$ cat src/lcdws_defs.svh
// offsets, field positions, reset values and timing counts of the macrocell
`ifndef LCDWS_DEFS_SVH
`define LCDWS_DEFS_SVH

`define CTRL_OFS 4'h0
`define LUT_OFS 4'h4
`define DATA_OFS 4'h8
`define STAT_OFS 4'hC

`define FUNC_LSB 0
`define WSEN_BIT 2
`define CKSEL_BIT 3
`define MODE_LSB 4
`define EDGE_LSB 8
`define INV_BIT 10
`define QSET_BIT 11
`define WSST_BIT 12
`define SHORT_BIT 13
`define MASK_LSB 16
`define CTRL_MASK 32'h000F_3F7F

`define CTRL_RST 32'h0000_0000
`define LUT_RST 16'h0000
`define DATA_RST 16'h0001

`define STAT_OUT_BIT 16
`define STAT_WAKE_BIT 17
`define STAT_ON_BIT 18

`define CLK_NS 25
`define STARTUP_NS 450000
`define SHORT_WAKE_NS 1000
`define STARTUP_CYC ((`STARTUP_NS + `CLK_NS - 1) / `CLK_NS)
`define SHORT_WAKE_CYC (`SHORT_WAKE_NS / `CLK_NS)

`endif

$ cat src/lcdws_pkg.sv
// types shared by the lookup / counter / wake-sleep macrocell
`default_nettype none
package lcdws_pkg;
	typedef enum logic [1:0] {
		FUNC_LUT = 2'h0,
		FUNC_CNT = 2'h1,
		FUNC_RSV = 2'h2,
		FUNC_WS = 2'h3
	} func_t;
	typedef enum logic [2:0] {
		M_DELAY = 3'h0,
		M_ONESHOT = 3'h1,
		M_FREQ = 3'h2,
		M_EDGE = 3'h3,
		M_DEDGE = 3'h4,
		M_COUNT = 3'h5,
		M_RSV6 = 3'h6,
		M_RSV7 = 3'h7
	} mode_t;
	typedef enum logic [1:0] {
		EDGE_RISE = 2'h0,
		EDGE_FALL = 2'h1,
		EDGE_BOTH = 2'h2,
		EDGE_HIGH = 2'h3
	} edge_t;
	typedef enum logic [2:0] {
		PH_IDLE = 3'b001,
		PH_START = 3'b010,
		PH_ON = 3'b100
	} phase_t;
	typedef struct packed {
		logic ack;
		logic [31:0] rdat;
		logic [31:0] ctrl;
		logic [15:0] lut;
		logic [15:0] data;
		logic [8:0] s1;
		logic [8:0] s2;
		logic din_q;
		logic eck_q;
		logic [15:0] cnt;
		logic [15:0] cnt_d1;
		logic [15:0] cnt_d2;
		logic run;
		logic out;
		logic setrun;
		logic wake;
		phase_t ph;
		logic [15:0] phcnt;
		logic [3:0] hold;
		logic [3:0] pwr;
	} state_t;
endpackage
`default_nettype wire

$ cat src/lut_counter_delay_wake_sleep.sv
// lookup table, 16-bit counter/delay and wake/sleep controller macrocell
// What this block does
// - lookup mode outputs truth-table bit indexed by inputs, input three MSB
// - one-shot starts a pulse on configured edge; width from data and clock
// - a control bit selects plain or inverted one-shot pulse
// - edges arriving during a one-shot pulse are ignored, no retrigger
// - frequency detect: close single edges raise output, timeout lowers it
// - both-edge frequency detect: short pulse raises output, timeout lowers
// - edge detect emits a short pulse per configured edge
// - delayed edge detect pulses after delay unless input changes meanwhile
// - delay mode shifts edges, restarts on new edge, filters short pulses
// - delay, one-shot, frequency counter value lags counter mode by two ticks
// - wake/sleep active when function field is 11 and enable bit set
// - wake/sleep powers selected comparators from the counter
// - sleep 1 to 65535 cycles; selected comparator outputs latched while asleep
// - oscillator off stops switching; comparators follow output state bit
// - sleep time is counter data cycles, wake time is one clock
// - reset hold clears counter, output high; release goes low until end
// - set hold stops counter, output low; release runs with output high
// - set/reset hold works only with high-level edge select
// - normal wake: on after start-up, stay on while wake is high
// - short wake: on after start-up, off after 1 us regardless
// - pause freezes count; direction up counts to 65535, down to 0
// - delay input, ext clock, direction, pause come from four inputs
`default_nettype none
`include "lcdws_defs.svh"

module lut_counter_delay_wake_sleep #(
	parameter int unsigned STARTUP_CYC = `STARTUP_CYC,
	parameter int unsigned SHORT_CYC = `SHORT_WAKE_CYC
) (
	input wire logic clk_i,
	input wire logic rst_i,
	input wire logic cyc_i,
	input wire logic stb_i,
	input wire logic we_i,
	input wire logic [3:0] adr_i,
	input wire logic [3:0] sel_i,
	input wire logic [31:0] dat_i,
	output logic [31:0] dat_o,
	output logic ack_o,
	input wire logic [3:0] matrix_in_i,
	input wire logic osc_pd_i,
	input wire logic [3:0] cmp_pu_i,
	input wire logic [3:0] cmp_raw_i,
	output logic out_o,
	output logic [3:0] cmp_pwr_o,
	output logic [3:0] cmp_o
);
	import lcdws_pkg::*;

	state_t r;
	state_t n;
	logic din, eck, up, keep, osc_off;
	logic rise, fall, sel_edge, tick, lvl_mode, hold_lvl, ws, term;
	logic req, shortw;
	logic [31:0] wv;
	func_t func;
	mode_t mode;
	edge_t esel;
	logic [15:0] cnt_vis;

	localparam logic [15:0] START_LAST = 16'(STARTUP_CYC - 1);
	localparam logic [15:0] SHORT_LAST = 16'(SHORT_CYC - 1);

	always_comb begin
		n = r;
		func = func_t'(r.ctrl[`FUNC_LSB +: 2]);
		mode = mode_t'(r.ctrl[`MODE_LSB +: 3]);
		esel = edge_t'(r.ctrl[`EDGE_LSB +: 2]);
		shortw = r.ctrl[`SHORT_BIT];
		// two flops per matrix, comparator output and oscillator input; only s2 is read
		n.s1 = {osc_pd_i, cmp_raw_i, matrix_in_i};
		n.s2 = r.s1;
		din = r.s2[0];
		eck = r.s2[1];
		up = r.s2[2];
		keep = r.s2[3];
		osc_off = r.s2[8];
		n.din_q = din;
		n.eck_q = eck;
		rise = din & ~r.din_q;
		fall = ~din & r.din_q;
		case (esel)
			EDGE_RISE: sel_edge = rise;
			EDGE_FALL: sel_edge = fall;
			EDGE_BOTH: sel_edge = rise | fall;
			default: sel_edge = rise;
		endcase
		// ext clock counted on its rising edge, internal every cycle
		tick = r.ctrl[`CKSEL_BIT] ? (eck & ~r.eck_q) : 1'b1;
		lvl_mode = (esel == EDGE_HIGH);
		hold_lvl = lvl_mode & din;
		ws = (func == FUNC_WS) & r.ctrl[`WSEN_BIT];
		term = up ? (r.cnt == 16'hFFFF) : (r.cnt == 16'h0000);
		cnt_vis = r.cnt;
		wv = 32'h0000_0000;

		// bus slave: ack one cycle after request, write on acked edge
		req = cyc_i & stb_i;
		n.ack = req & ~r.ack;
		if (req & ~r.ack) begin
			case (adr_i)
				`CTRL_OFS: n.rdat = r.ctrl;
				`LUT_OFS: n.rdat = {16'h0000, r.lut};
				`DATA_OFS: n.rdat = {16'h0000, r.data};
				`STAT_OFS: begin
					if ((mode == M_DELAY) | (mode == M_ONESHOT)
						| (mode == M_FREQ)) begin
						cnt_vis = r.cnt_d2;
					end
					n.rdat = 32'h0000_0000;
					n.rdat[15:0] = cnt_vis;
					n.rdat[`STAT_OUT_BIT] = r.out;
					n.rdat[`STAT_WAKE_BIT] = r.wake;
					n.rdat[`STAT_ON_BIT] = (r.ph == PH_ON);
				end
				default: n.rdat = 32'h0000_0000;
			endcase
		end
		if (req & r.ack & we_i) begin
			case (adr_i)
				`CTRL_OFS: wv = r.ctrl;
				`LUT_OFS: wv = {16'h0000, r.lut};
				default: wv = {16'h0000, r.data};
			endcase
			for (int b = 0; b < 4; b++) begin
				if (sel_i[b]) begin
					wv[8*b +: 8] = dat_i[8*b +: 8];
				end
			end
			case (adr_i)
				`CTRL_OFS: n.ctrl = wv & `CTRL_MASK;
				`LUT_OFS: n.lut = wv[15:0];
				`DATA_OFS: n.data = wv[15:0];
				default: n.ctrl = r.ctrl;
			endcase
		end

		if (tick) begin
			n.cnt_d1 = r.cnt;
			n.cnt_d2 = r.cnt_d1;
		end

		if (ws) begin
			n.out = r.wake;
			// oscillator down: frozen, wake level from state bit
			if (osc_off) begin
				n.wake = r.ctrl[`WSST_BIT];
				n.setrun = 1'b0;
			end else if (hold_lvl & ~r.ctrl[`QSET_BIT]) begin
				n.cnt = 16'h0000;
				n.wake = 1'b1;
				n.setrun = 1'b0;
			end else if (lvl_mode & fall & ~r.ctrl[`QSET_BIT]) begin
				// released: off until a full sleep count ends
				n.cnt = r.data;
				n.wake = 1'b0;
			end else if (hold_lvl) begin
				n.wake = 1'b0;
				n.setrun = 1'b1;
			end else if (tick) begin
				n.wake = r.setrun;
				if (~keep) begin
					if (term) begin
						// one tick of wake per sleep period
						n.cnt = r.data;
						n.wake = 1'b1;
						n.setrun = 1'b0;
					end else if (up) begin
						n.cnt = r.cnt + 16'h0001;
					end else begin
						n.cnt = r.cnt - 16'h0001;
					end
				end
			end
			case (r.ph)
				PH_IDLE: begin
					if (r.wake) begin
						n.ph = PH_START;
						n.phcnt = 16'h0000;
					end
				end
				PH_START: begin
					// short wake runs on even if the wake tick is gone
					if (~r.wake & ~shortw) begin
						n.ph = PH_IDLE;
					end else if (r.phcnt >= START_LAST) begin
						n.ph = PH_ON;
						n.phcnt = 16'h0000;
					end else begin
						n.phcnt = r.phcnt + 16'h0001;
					end
				end
				PH_ON: begin
					n.hold = r.s2[7:4];
					n.phcnt = r.phcnt + 16'h0001;
					if (shortw ? (r.phcnt >= SHORT_LAST) : ~r.wake) begin
						n.ph = PH_IDLE;
					end
				end
				default: n.ph = PH_IDLE;
			endcase
			for (int i = 0; i < 4; i++) begin
				n.pwr[i] = cmp_pu_i[i]
					& (~r.ctrl[`MASK_LSB + i] | (r.ph != PH_IDLE));
				n.hold[i] = (r.ctrl[`MASK_LSB + i] & (r.ph != PH_ON))
					? r.hold[i] : r.s2[4 + i];
			end
		end else begin
			n.ph = PH_IDLE;
			n.wake = 1'b0;
			n.setrun = 1'b0;
			n.pwr = cmp_pu_i;
			n.hold = r.s2[7:4];
			if (func == FUNC_LUT) begin
				n.out = r.lut[r.s2[3:0]];
				n.run = 1'b0;
			end else begin
				case (mode)
					M_ONESHOT: begin
						if (~r.run & sel_edge) begin
							n.run = 1'b1;
							n.cnt = r.data;
						end else if (r.run & tick) begin
							// incoming edges not looked at while running
							if (r.cnt == 16'h0000) begin
								n.run = 1'b0;
							end else begin
								n.cnt = r.cnt - 16'h0001;
							end
						end
						n.out = n.run ^ r.ctrl[`INV_BIT];
					end
					M_FREQ: begin
						if (sel_edge) begin
							// edge inside running window: fast enough
							if (r.run) begin
								n.out = 1'b1;
							end
							n.run = 1'b1;
							n.cnt = r.data;
						end else if (r.run & tick) begin
							if (r.cnt == 16'h0000) begin
								n.run = 1'b0;
								n.out = 1'b0;
							end else begin
								n.cnt = r.cnt - 16'h0001;
							end
						end
					end
					M_EDGE: n.out = sel_edge;
					M_DEDGE: begin
						n.out = 1'b0;
						if (sel_edge) begin
							n.run = 1'b1;
							n.cnt = r.data;
						end else if (rise | fall) begin
							n.run = 1'b0;
						end else if (r.run & tick) begin
							if (r.cnt == 16'h0000) begin
								n.run = 1'b0;
								n.out = 1'b1;
							end else begin
								n.cnt = r.cnt - 16'h0001;
							end
						end
					end
					M_COUNT: begin
						n.out = 1'b0;
						n.run = 1'b0;
						if (hold_lvl | sel_edge) begin
							n.cnt = r.data;
						end else if (tick & ~keep) begin
							if (term) begin
								n.cnt = r.data;
								n.out = 1'b1;
							end else if (up) begin
								n.cnt = r.cnt + 16'h0001;
							end else begin
								n.cnt = r.cnt - 16'h0001;
							end
						end
					end
					default: begin
						// delay: unselected edge passes at once, cancels
						if (sel_edge) begin
							n.run = 1'b1;
							n.cnt = r.data;
						end else if (rise | fall) begin
							n.run = 1'b0;
							n.out = din;
						end else if (r.run & tick) begin
							if (r.cnt == 16'h0000) begin
								n.run = 1'b0;
								n.out = din;
							end else begin
								n.cnt = r.cnt - 16'h0001;
							end
						end
					end
				endcase
			end
		end
	end

	always_ff @(posedge clk_i) begin
		if (rst_i) begin
			r <= '{ack: 1'b0, rdat: 32'h0000_0000, ctrl: `CTRL_RST,
				lut: `LUT_RST, data: `DATA_RST, s1: 9'h000, s2: 9'h000,
				din_q: 1'b0, eck_q: 1'b0, cnt: 16'h0000,
				cnt_d1: 16'h0000, cnt_d2: 16'h0000, run: 1'b0,
				out: 1'b0, setrun: 1'b0, wake: 1'b0, ph: PH_IDLE,
				phcnt: 16'h0000, hold: 4'h0, pwr: 4'h0};
		end else begin
			r <= n;
		end
	end

	assign ack_o = r.ack;
	assign dat_o = r.rdat;
	assign out_o = r.out;
	assign cmp_pwr_o = r.pwr;
	assign cmp_o = r.hold;
endmodule
`default_nettype wire

$ cat config.mk
export PLATFORM = sky130hd
export DESIGN_NAME = lut_counter_delay_wake_sleep
export DESIGN_NICKNAME = d
export VERILOG_FILES = /design/src/lcdws_pkg.sv /design/src/lut_counter_delay_wake_sleep.sv
export VERILOG_INCLUDE_DIRS = /design/src
export SDC_FILE = /design/constraint.sdc
export NUM_CORES = 1
export LEC_CHECK = 0
export BUFFER_PORTS_ARGS = -buffer_cell sky130_fd_sc_hd__buf_2
export CORE_ASPECT_RATIO = 1.2
export CORE_MARGIN = 1.5
export CORE_UTILIZATION = 58
export CTS_CLUSTER_SIZE = 28
export DETAILED_ROUTE_END_ITERATION = 12
export PLACE_DENSITY = 0.82
export SYNTH_ARGS = -nofsm -noshare
export SYNTH_HDL_FRONTEND = slang
export SYNTH_SLANG_ARGS = --single-unit
$ cat constraint.sdc
create_clock -name clk_i -period 2.7 [get_ports clk_i]
set_input_delay 0.27 -clock clk_i [delete_from_list [all_inputs] [get_ports clk_i]]
set_output_delay 0.27 -clock clk_i [all_outputs]
set_load 0.05 [all_outputs]
; Word-level counts from Yosys, hierarchy flattened
; Index checks and enable logic that the tools add are counted.
[word_totals]
reg_bits = 181
inputBits = 58
out_inout_bits = 42
[classes]
n_addsub = 3
n_lt_le_gt_ge = 3
n_eq_ne = 45
n_mux = 80
bitwise = 48
reduce_logical = 24
[op_table]
columns = operator, count
row1 = two-way mux 16 bit, 21
row2 = case mux 20 bit (4 select lines), 1
row3 = case mux 16 bit (4 select lines), 1
row4 = case mux 16 bit (3 select lines), 1
row5 = case mux 20 bit (2 select lines), 1
row6 = adder 16 x 1 -> 16 bit (second input constant), 2
row7 = two-way mux 2 bit, 15
row8 = two-way mux 1 bit, 26
row9 = bitwise AND 1 bit, 24
row10 = two-way mux 8 bit, 3
row11 = inequality test 2 bit (second input constant), 11
row12 = inequality test 4 x 2 -> 1 bit (second input constant), 5
row13 = two-way mux 19 bit, 1
row14 = nonzero test 9 bit, 2
row15 = equality test 16 bit (second input constant), 1
row16 = >= comparator 16 x 15 -> 1 bit (second input constant), 1
row17 = >= comparator 16 x 6 -> 1 bit (second input constant), 1
row18 = logical NOT 16 bit, 1
row19 = AND reduction 8 bit, 2
row20 = subtractor 16 x 1 -> 16 bit (second input constant), 1
row21 = inverter 1 bit, 15
row22 = nonzero test 6 bit, 2
row23 = inequality test 5 x 3 -> 1 bit (second input constant), 2
row24 = inequality test 5 bit (second input constant), 2
row25 = 36 further kinds, 61

; Logic depth before layout (Yosys ltp)
; Gate-level depths: netlist of the first run.
[logic_depth]
word_depth = 13
depth_mapped = 11

; Worst setup path after synthesis of the first run
; No wires, ideal clock.
[synth_timing]
kind = register -> register
startpoint = register r[63] (netlist name)
endpoint = register r[68] (netlist name)
setup_ns = 0.134
arrival_time_ns = 2.321
t_required_ns = 2.566
slack_ns = 0.245
path_stages_with_launch = 12
path_buffers = 2
synth_period_minus_slack_ns = 2.455
path_cell_list = dfxtp_1 > clkbuf_1 > inv_1 > ha_1 > nor4b_1 > and2_1 > a32oi_2 > and2_1 > buf_6 > a221o_1 > a22oi_1 > o211ai_1
[synth_between]
elab_chain_cells = 10
elab_cells_between_ends = 24
[synth_lines]
columns = item, line_no
row1 = start: declaration, lut_counter_delay_wake_sleep.sv:52  ; state_t r;
row2 = start signal: assignment, lut_counter_delay_wake_sleep.sv:309  ; r <= '{ack: 1'b0, rdat: 32'h0000_0000, ctrl: `CTRL_RST,
row3 = start signal: assignment, lut_counter_delay_wake_sleep.sv:316  ; r <= n;
row4 = subtractor 16 x 1 -> 16 bit (tied with other cells), n/a
row5 = two-way mux 16 bit or two-way mux 1 bit (tied branches), "lut_counter_delay_wake_sleep.sv:170, lut_counter_delay_wake_sleep.sv:278, lut_counter_delay_wake_sleep.sv:95"
row6 = two-way mux 16 bit, lut_counter_delay_wake_sleep.sv:275  ; if (term) begin
row7 = two-way mux 16 bit, lut_counter_delay_wake_sleep.sv:164  ; if (~keep) begin
row8 = two-way mux 16 bit, lut_counter_delay_wake_sleep.sv:162  ; end else if (tick) begin
row9 = two-way mux 16 bit, lut_counter_delay_wake_sleep.sv:159  ; end else if (hold_lvl) begin
row10 = two-way mux 16 bit, lut_counter_delay_wake_sleep.sv:155  ; end else if (lvl_mode & fall & ~r.ctrl[`QSET_BIT]) begin
row11 = two-way mux 16 bit, lut_counter_delay_wake_sleep.sv:151  ; end else if (hold_lvl & ~r.ctrl[`QSET_BIT]) begin
row12 = two-way mux 16 bit, lut_counter_delay_wake_sleep.sv:148  ; if (osc_off) begin
row13 = two-way mux 16 bit *, lut_counter_delay_wake_sleep.sv:145  ; if (ws) begin
; Mark *: on every way between the ends. The rest lies on a longest branch, timed or not. The select of a mux whose other input is x is not followed.
; A chain may end at the register's enable or synchronous reset.

; Worst setup path after layout of the first run
[layout_timing]
startpoint = register r[63] (netlist name)
endpoint = register r[71] (netlist name)
; The elaborated chain is that of the path after synthesis.

==> metrics.cfg, run 1 <==
[synth]
ys_types=66
synth-seq-cells=169
synth_area_per_cell_um2=8.04
synth_edf_count=0
syn_inst=1133
yosys_warnings=0
ys_async_sr_fraction=0
synth_flop_cell=dfxtp_1
ys_seq_area_frac=0.371
syn-cell-area_um2=9110

[hold_path]
hp-start=cmp_raw_i[1]
min_path_type=primary input to flop
hold_path_end=n[86]$_SDFF_PP0_
hold_path_depth=2

[global_routing]
grt_max_degree=65
overflow=0
antenna_found_initial=0
grt.total_usage=0.319
grt_pass1_vias=8151
grt_pass1_wl_mm=41.8

[cells_and_area]
register_area_um2=3380
multiInputGateArea_um2=5090
synthToLayoutAreaGrowth_pct=12.8
num-fill-cells=1319
final_common_cell=dfxtp_1
layout-drive-gt1-share=0.171
most-common-layout-cells=dfxtp_1, nor2_1, nand2_1, a21oi_1, buf_2
fin_nets=1244
diodes=0

[floorplanning]
pin_count=100
initial_utilization=0.587
fp.dieH_um=140
chipWidth_um=117
core_um2=15500
floorplan.die_area_um2=16500
core.rowCount=50

[timing]
fin_skew_ns=0.0122
tightest_slew_ns=1.18
timing.slew.headroom=0.212
fin_crit_ns=2.59
fmax_mhz=386
fin_tns_setup_ns=0
setup_viol=0
period_share=0.960
hold_ws_ns=0.0422
final-hold-violation-count=0
slew_viol_final=0
rsz0062_at_grt=false

[pwr]
power.density_nw_per_um2=523
internal-power_w=0.00403
netSwitchingFraction=0.250
power.switching_w=0.00134
seq_power_share=0.469
ir_drop_mv=0.433
pwr-share-comb=0.064
leakagePower_nw=3.92
clkPwrFrac=0.467

[cts]
cts_root_buf=clkbuf_16
clock_latency_ns=0.44
cts_sinks=169
numCtsBuffers=17
clk_pin_slew_ns=0.07
clk_path_buf_depth=2
cts_tree=built
htreeDepth=4

[detailed_routing]
vias=8750
drt_iter0_markers=924
wire_per_inst_um=19.0
drt_pass1_iterations=5
drtAntennaViolNets=0
via_per_inst=6.25
drcViolationCount=0
routed_wl_mm=26.6

[setup_path]
r2r_slack_ns=0.11
crit_required_ns=3.00
ff2ff_path_depth=9
critPathMaxFanout=8
critPathLaunch=r[63]$_SDFFE_PP0P_
crit_family=compound AO/OA/AOI/OAI gates
critPathBufInv=2
slowest_stage=dfxtp_1
r2r-start=r[63]$_SDFFE_PP0P_
cp_cell_sequence=inv_1 > ha_1 > nor4b_2 > and2_1 > a32oi_2 > a21oi_1 > buf_4 > a222oi_1 > o221ai_1
start_kind=flop
arrival_ns=2.89
cp-end-kind=flop
path_class=flop to flop
r2r-end=r[71]$_SDFFE_PP0P_
cp_slowest_stage_delay_ns=0.44

[placed_design]
portBuffers=74
place.gp.congestion=0.998
dp_hpwl_mm=19.1

[job]
max_cap_violations=0

[outcome]
outcome=complete, no violations

what timing repair did:
item                                    CTS  global route
resized for setup                         0             3
buffers inserted                          0             1
endpoints found under the setup margin    0            13
hold buffers                              0             0
per-layer routing:
metal / wire [µm] / track usage / vias up / share of wire
met4: 1640 / 0.201 / 0 / 0.062
met5: 0 / 0 / - / 0
li1: - / - / 4107 / -
met1: 10300 / 0.370 / 4094 / 0.39
met2: 13000 / 0.548 / 439 / 0.49
met3: 1740 / 0.0562 / 110 / 0.065
through the flow:
step	total power, W	std cells	cell area [µm²]	util	setup slack [ns]
2_1_floorplan	0.00283	1144	9150	-	0.245
3_3_place_gp	0.00291	1366	9660	0.622	0.203
3_5_place_dp	0.00292	1366	9660	0.622	0.162
4_1_cts	0.00538	1398	10300	0.661	0.163
5_1_grt	0.00552	1399	10300	0.663	0.0210
6_report	0.00537	1399	10300	0.663	0.109
flip-flops by register name, summed over array words and instances, names as in the netlist:
signal / cells
out_o: 1
osc_off: 1
esel: 2
mode: 3
din: 1
ack_o: 1
keep: 1
eck: 1
cmp_pwr_o: 4
cmp_o: 4
r: 119
dat_o: 20
n: 9
func: 2
final cells by class:
cell class,instances,area share
multi-input combinational,833,0.495
timing repair buffer,141,0.0864
tap,208,0.0253
sequential,169,0.329
clock inverter,14,0.0155
inverter,16,0.00584
clock buffer,18,0.0427
synth_stat cells (6+ instances only):
| cell | n | area, µm² |
|---|---|---|
| a211oi_1 | 56 | 420 |
| a21oi_1 | 92 | 460 |
| a221oi_1 | 9 | 78.8 |
| a22oi_1 | 22 | 165 |
| and2_1 | 6 | 37.5 |
| and3_1 | 14 | 87.6 |
| buf_2 | 14 | 70.1 |
| buf_4 | 43 | 323 |
| clkbuf_1 | 62 | 233 |
| dfxtp_1 | 169 | 3380 |
| ha_1 | 8 | 100 |
| inv_1 | 16 | 60.1 |
| mux2i_1 | 37 | 370 |
| nand2_1 | 137 | 514 |
| nand2b_1 | 10 | 62.6 |
| nand3_1 | 24 | 120 |
| nand3b_1 | 6 | 45.0 |
| nand4_1 | 11 | 68.8 |
| nor2_1 | 143 | 537 |
| nor2b_1 | 29 | 181 |
| nor3_1 | 25 | 125 |
| nor4_1 | 14 | 87.6 |
| o211ai_1 | 6 | 45.0 |
| o21ai_0 | 18 | 90.1 |
| o221ai_1 | 22 | 193 |
| o22ai_1 | 6 | 37.5 |
| or3_1 | 6 | 37.5 |
| xnor2_1 | 27 | 236 |
| xor2_1 | 14 | 123 |
worst max path at each step:
stage / to / slack (ns) / depth (start not counted)
3_3_place_gp: r[64]$_SDFFE_PP0P_ / 0.20 / 8
3_5_place_dp: r[71]$_SDFFE_PP0P_ / 0.16 / 8
4_1_cts: r[71]$_SDFFE_PP0P_ / 0.16 / 8
2_1_floorplan: r[68]$_SDFFE_PP0P_ / 0.25 / 11
5_1_grt: r[66]$_SDFFE_PP0P_ / 0.02 / 9
6_report: r[71]$_SDFFE_PP0P_ / 0.11 / 9
cell families after synthesis:
kind of cell / synth area share
AO/OA/AOI/OAI: 0.210
other: 0.000412
flip-flops: 0.371
adder cells (fa/ha/maj): 0.0110
AND/OR/NAND/NOR: 0.230
XOR/XNOR: 0.0394
multiplexers: 0.0579
buffers and inverters: 0.0798
power by group through the flow:
stage,Clock (W),Sequential (W),Combinational (W)
finish,0.00251,0.00252,0.000345
global route,0.00264,0.00252,0.000368
CTS,0.00252,0.00252,0.000339
detailed placement,0,0.00258,0.000338
global placement,0,0.00258,0.000335
floorplan,0,0.00258,0.000253
Power figures use the tool's default switching activity.
==> inputs of run 2 (changes only) <==
- ABC_AREA: default -> 1
- PLACE_DENSITY: 0.82 -> 0.81
==> metrics.cfg, run 2 <==
[outcome]
outcome=complete, no violations  ; unchanged

[synth]
ys_async_sr_fraction=0  ; unchanged
yosys_warnings=0  ; unchanged
synth-seq-cells=169  ; unchanged
syn_inst=1545  ; was 1,133
ys_types=47  ; was 66
syn-cell-area_um2=10100  ; was 9110 µm²
synth_area_per_cell_um2=6.54  ; was 8.04 µm²
ys_seq_area_frac=0.335  ; was 0.371
synth.most_common_cell=nand2_1  ; was dfxtp_1
synth_flop_cell=dfxtp_1  ; unchanged
yosys-top-cells-area=dfxtp_1, nand2_1, a21oi_1  ; was dfxtp_1, nor2_1, nand2_1
synth_common_cells=nand2_1, a21oi_1, dfxtp_1  ; was dfxtp_1, nor2_1, nand2_1
synth_top_area_cell=dfxtp_1  ; unchanged
synth_top_cell_area_share=0.335  ; was 0.371
synth_edf_count=0  ; unchanged

[placed_design]
portBuffers=74  ; unchanged
pre_cts_slack_ns=0.479  ; was 0.162 ns
place.gp.congestion=0.986  ; was 0.998
dp_hpwl_mm=23.3  ; was 19.1 mm

[floorplanning]
fp.dieH_um=148  ; was 140 µm
floorplan.die_area_um2=18200  ; was 16,500 µm²
core_um2=17000  ; was 15,500 µm²
core.rowCount=52  ; was 50
pin_count=100  ; unchanged
initial_utilization=0.595  ; was 0.587
chipWidth_um=123  ; was 117 µm

[hold_path]
hold_path_depth=3  ; was 2
min_path_type=primary input to flop  ; unchanged

[pwr]
power.switching_w=0.00150  ; was 0.00134 W
clkPwrFrac=0.448  ; was 0.467
power.density_nw_per_um2=482  ; was 523 nW/µm²
pwr-share-comb=0.080  ; was 0.064
leakagePower_nw=4.98  ; was 3.92 nW
netSwitchingFraction=0.279  ; was 0.250
seq_power_share=0.471  ; was 0.469
internal-power_w=0.00386  ; was 0.00403 W
ir_drop_mv=0.467  ; was 0.433 mV

[setup_path]
path_class=flop to flop  ; unchanged
arrival_ns=2.64  ; was 2.89 ns
ff2ff_path_depth=14  ; was 9
critPathMaxFanout=17  ; was 8
start_kind=flop  ; unchanged
crit_required_ns=3.03  ; was 3.00 ns
cp-end-kind=flop  ; unchanged

[timing]
tightest_slew_ns=0.621  ; was 1.18 ns
layout_setup_ws_ns=0.391  ; was 0.109 ns
hold_ws_ns=0.0333  ; was 0.0422 ns
fin_crit_ns=2.31  ; was 2.59 ns
setup_viol=0  ; unchanged
final-hold-violation-count=0  ; unchanged
fmax_mhz=433  ; was 386 MHz
slew_viol_final=0  ; unchanged
rsz0062_at_grt=false  ; unchanged
fin_skew_ns=0.00970  ; was 0.0122 ns
period_share=0.855  ; was 0.960
timing.slew.headroom=0.586  ; was 0.212
fin_tns_setup_ns=0  ; unchanged

[cells_and_area]
register_area_um2=3380  ; unchanged
num-fill-cells=1587  ; was 1,319
final_common_cell=nand2_1  ; was dfxtp_1
diodes=0  ; unchanged
layout-drive-gt1-share=0.150  ; was 0.171
multiInputGateArea_um2=5450  ; was 5090 µm²
most-common-layout-cells=nand2_1, a21oi_1, dfxtp_1, o21ai_0, inv_1  ; was dfxtp_1, nor2_1, nand2_1, a21oi_1, buf_2
fin_nets=1651  ; was 1,244
largest-register=r  ; unchanged
synthToLayoutAreaGrowth_pct=10.0  ; was 12.8%
largest_register_ff_count=119  ; unchanged

[cts]
cts_resized=0  ; unchanged
clk_pin_slew_ns=0.07  ; about the same
numCtsBuffers=17  ; unchanged
clk_path_buf_depth=2  ; unchanged
cts_root_buf=clkbuf_16  ; unchanged
htreeDepth=4  ; unchanged
cts_tree=built  ; unchanged
cts_sinks=169  ; unchanged
post_cts.repair.setup_buffers=0  ; unchanged
holdBufCountCts=0  ; unchanged
clock_latency_ns=0.44  ; about the same

[detailed_routing]
top_layer=met4  ; unchanged
vias=10700  ; was 8,750
routed_wl_mm=32.3  ; was 26.6 mm
drt_pass1_iterations=8  ; was 5
drt-met1-wl_mm=12.3  ; was 10.3 mm
wire_per_inst_um=17.8  ; was 19.0 µm
met3_length_mm=2.89  ; was 1.74 mm
drcViolationCount=0  ; unchanged
route.met2.wl_mm=15.0  ; was 13.0 mm
via_per_inst=5.91  ; was 6.25
drt_iter0_markers=1405  ; was 924
drtAntennaViolNets=0  ; unchanged

[global_routing]
overflow=0  ; unchanged
grt_max_degree=80  ; was 65
grt_pass1_vias=9865  ; was 8,151
grt_pass1_wl_mm=50.3  ; was 41.8 mm
antenna_found_initial=0  ; unchanged
grt.total_usage=0.358  ; was 0.319

[job]
max_cap_violations=0  ; unchanged

-- run 2: metrics by stage --
stage	util	instance area (µm²)	power [W]	std cells
after floorplan	-	10100	0.00289	1556
after detailed placement	0.621	10500	0.00300	1782
final	0.655	11100	0.00536	1813
after global placement	0.621	10500	0.00299	1782
after CTS	0.655	11100	0.00535	1813
after global routing	0.655	11100	0.00549	1813
-- run 2: critical path, stage by stage (launching register included) --
cell and delay [ns]:
dfxtp_1 0.43, inv_1 0.17, ha_1 0.23, nand2_1 0.08, nand3_2 0.09, o21ai_4 0.15
nand2_4 0.07, buf_4 0.23, inv_1 0.22, buf_12 0.18, nand2_1 0.06, nand2_1 0.06
nand3_1 0.07, nand2_1 0.07, a21oi_1 0.08
-- run 2: area by class of cell --
| cell class | instances | share of cell area |
|---|---|---|
| sequential | 169 | 0.304 |
| tap | 216 | 0.0243 |
| multi-input combinational | 1096 | 0.490 |
| clock buffer | 17 | 0.0383 |
| inverter | 177 | 0.0602 |
| clock inverter | 14 | 0.0132 |
| timing repair buffer | 124 | 0.0693 |
-- run 2: per-layer routing --
layer / global-route usage / up-vias
met1: 0.435 / 4854
met4: 0.226 / 0
met3: 0.0664 / 152
met2: 0.580 / 565
li1: - / 5151
met5: 0 / -
-- run 2: logic make-up (layout without fill, tap and decap cells) --
group	Yosys count	in the layout	share of synthesized area
and+or+nand+nor	604	604	0.269
AOI/OAI and AO/OA	451	451	0.237
buffers and inverters	291	332	0.130
DFF	169	169	0.335
xor gates and xnor gates	21	21	0.0182
adders and majority gates	8	8	0.00991
other	1	12	0.000371
-- run 2: path summary, 6_finish.rpt --
check / start / to / slack [ns]
setup / recovery: din$_SDFF_PP0_ / r[64]$_SDFFE_PP0P_ / 0.39
hold / removal: osc_pd_i / n[89]$_SDFF_PP0_ / 0.03
setup reg to reg: din$_SDFF_PP0_ / r[64]$_SDFFE_PP0P_ / 0.39
hold reg to reg: n[86]$_SDFF_PP0_ / r[86]$_SDFF_PP0_ / 0.41
-- run 2: power groups by stage --
stage | sequential (W) | combinational, W | clock, W
2_1_floorplan | 0.00258 | 0.000304 | 0
3_3_place_gp | 0.00258 | 0.000413 | 0
3_5_place_dp | 0.00258 | 0.000418 | 0
4_1_cts | 0.00252 | 0.000421 | 0.00241
5_1_grt | 0.00253 | 0.000462 | 0.00251
6_report | 0.00252 | 0.000430 | 0.00240
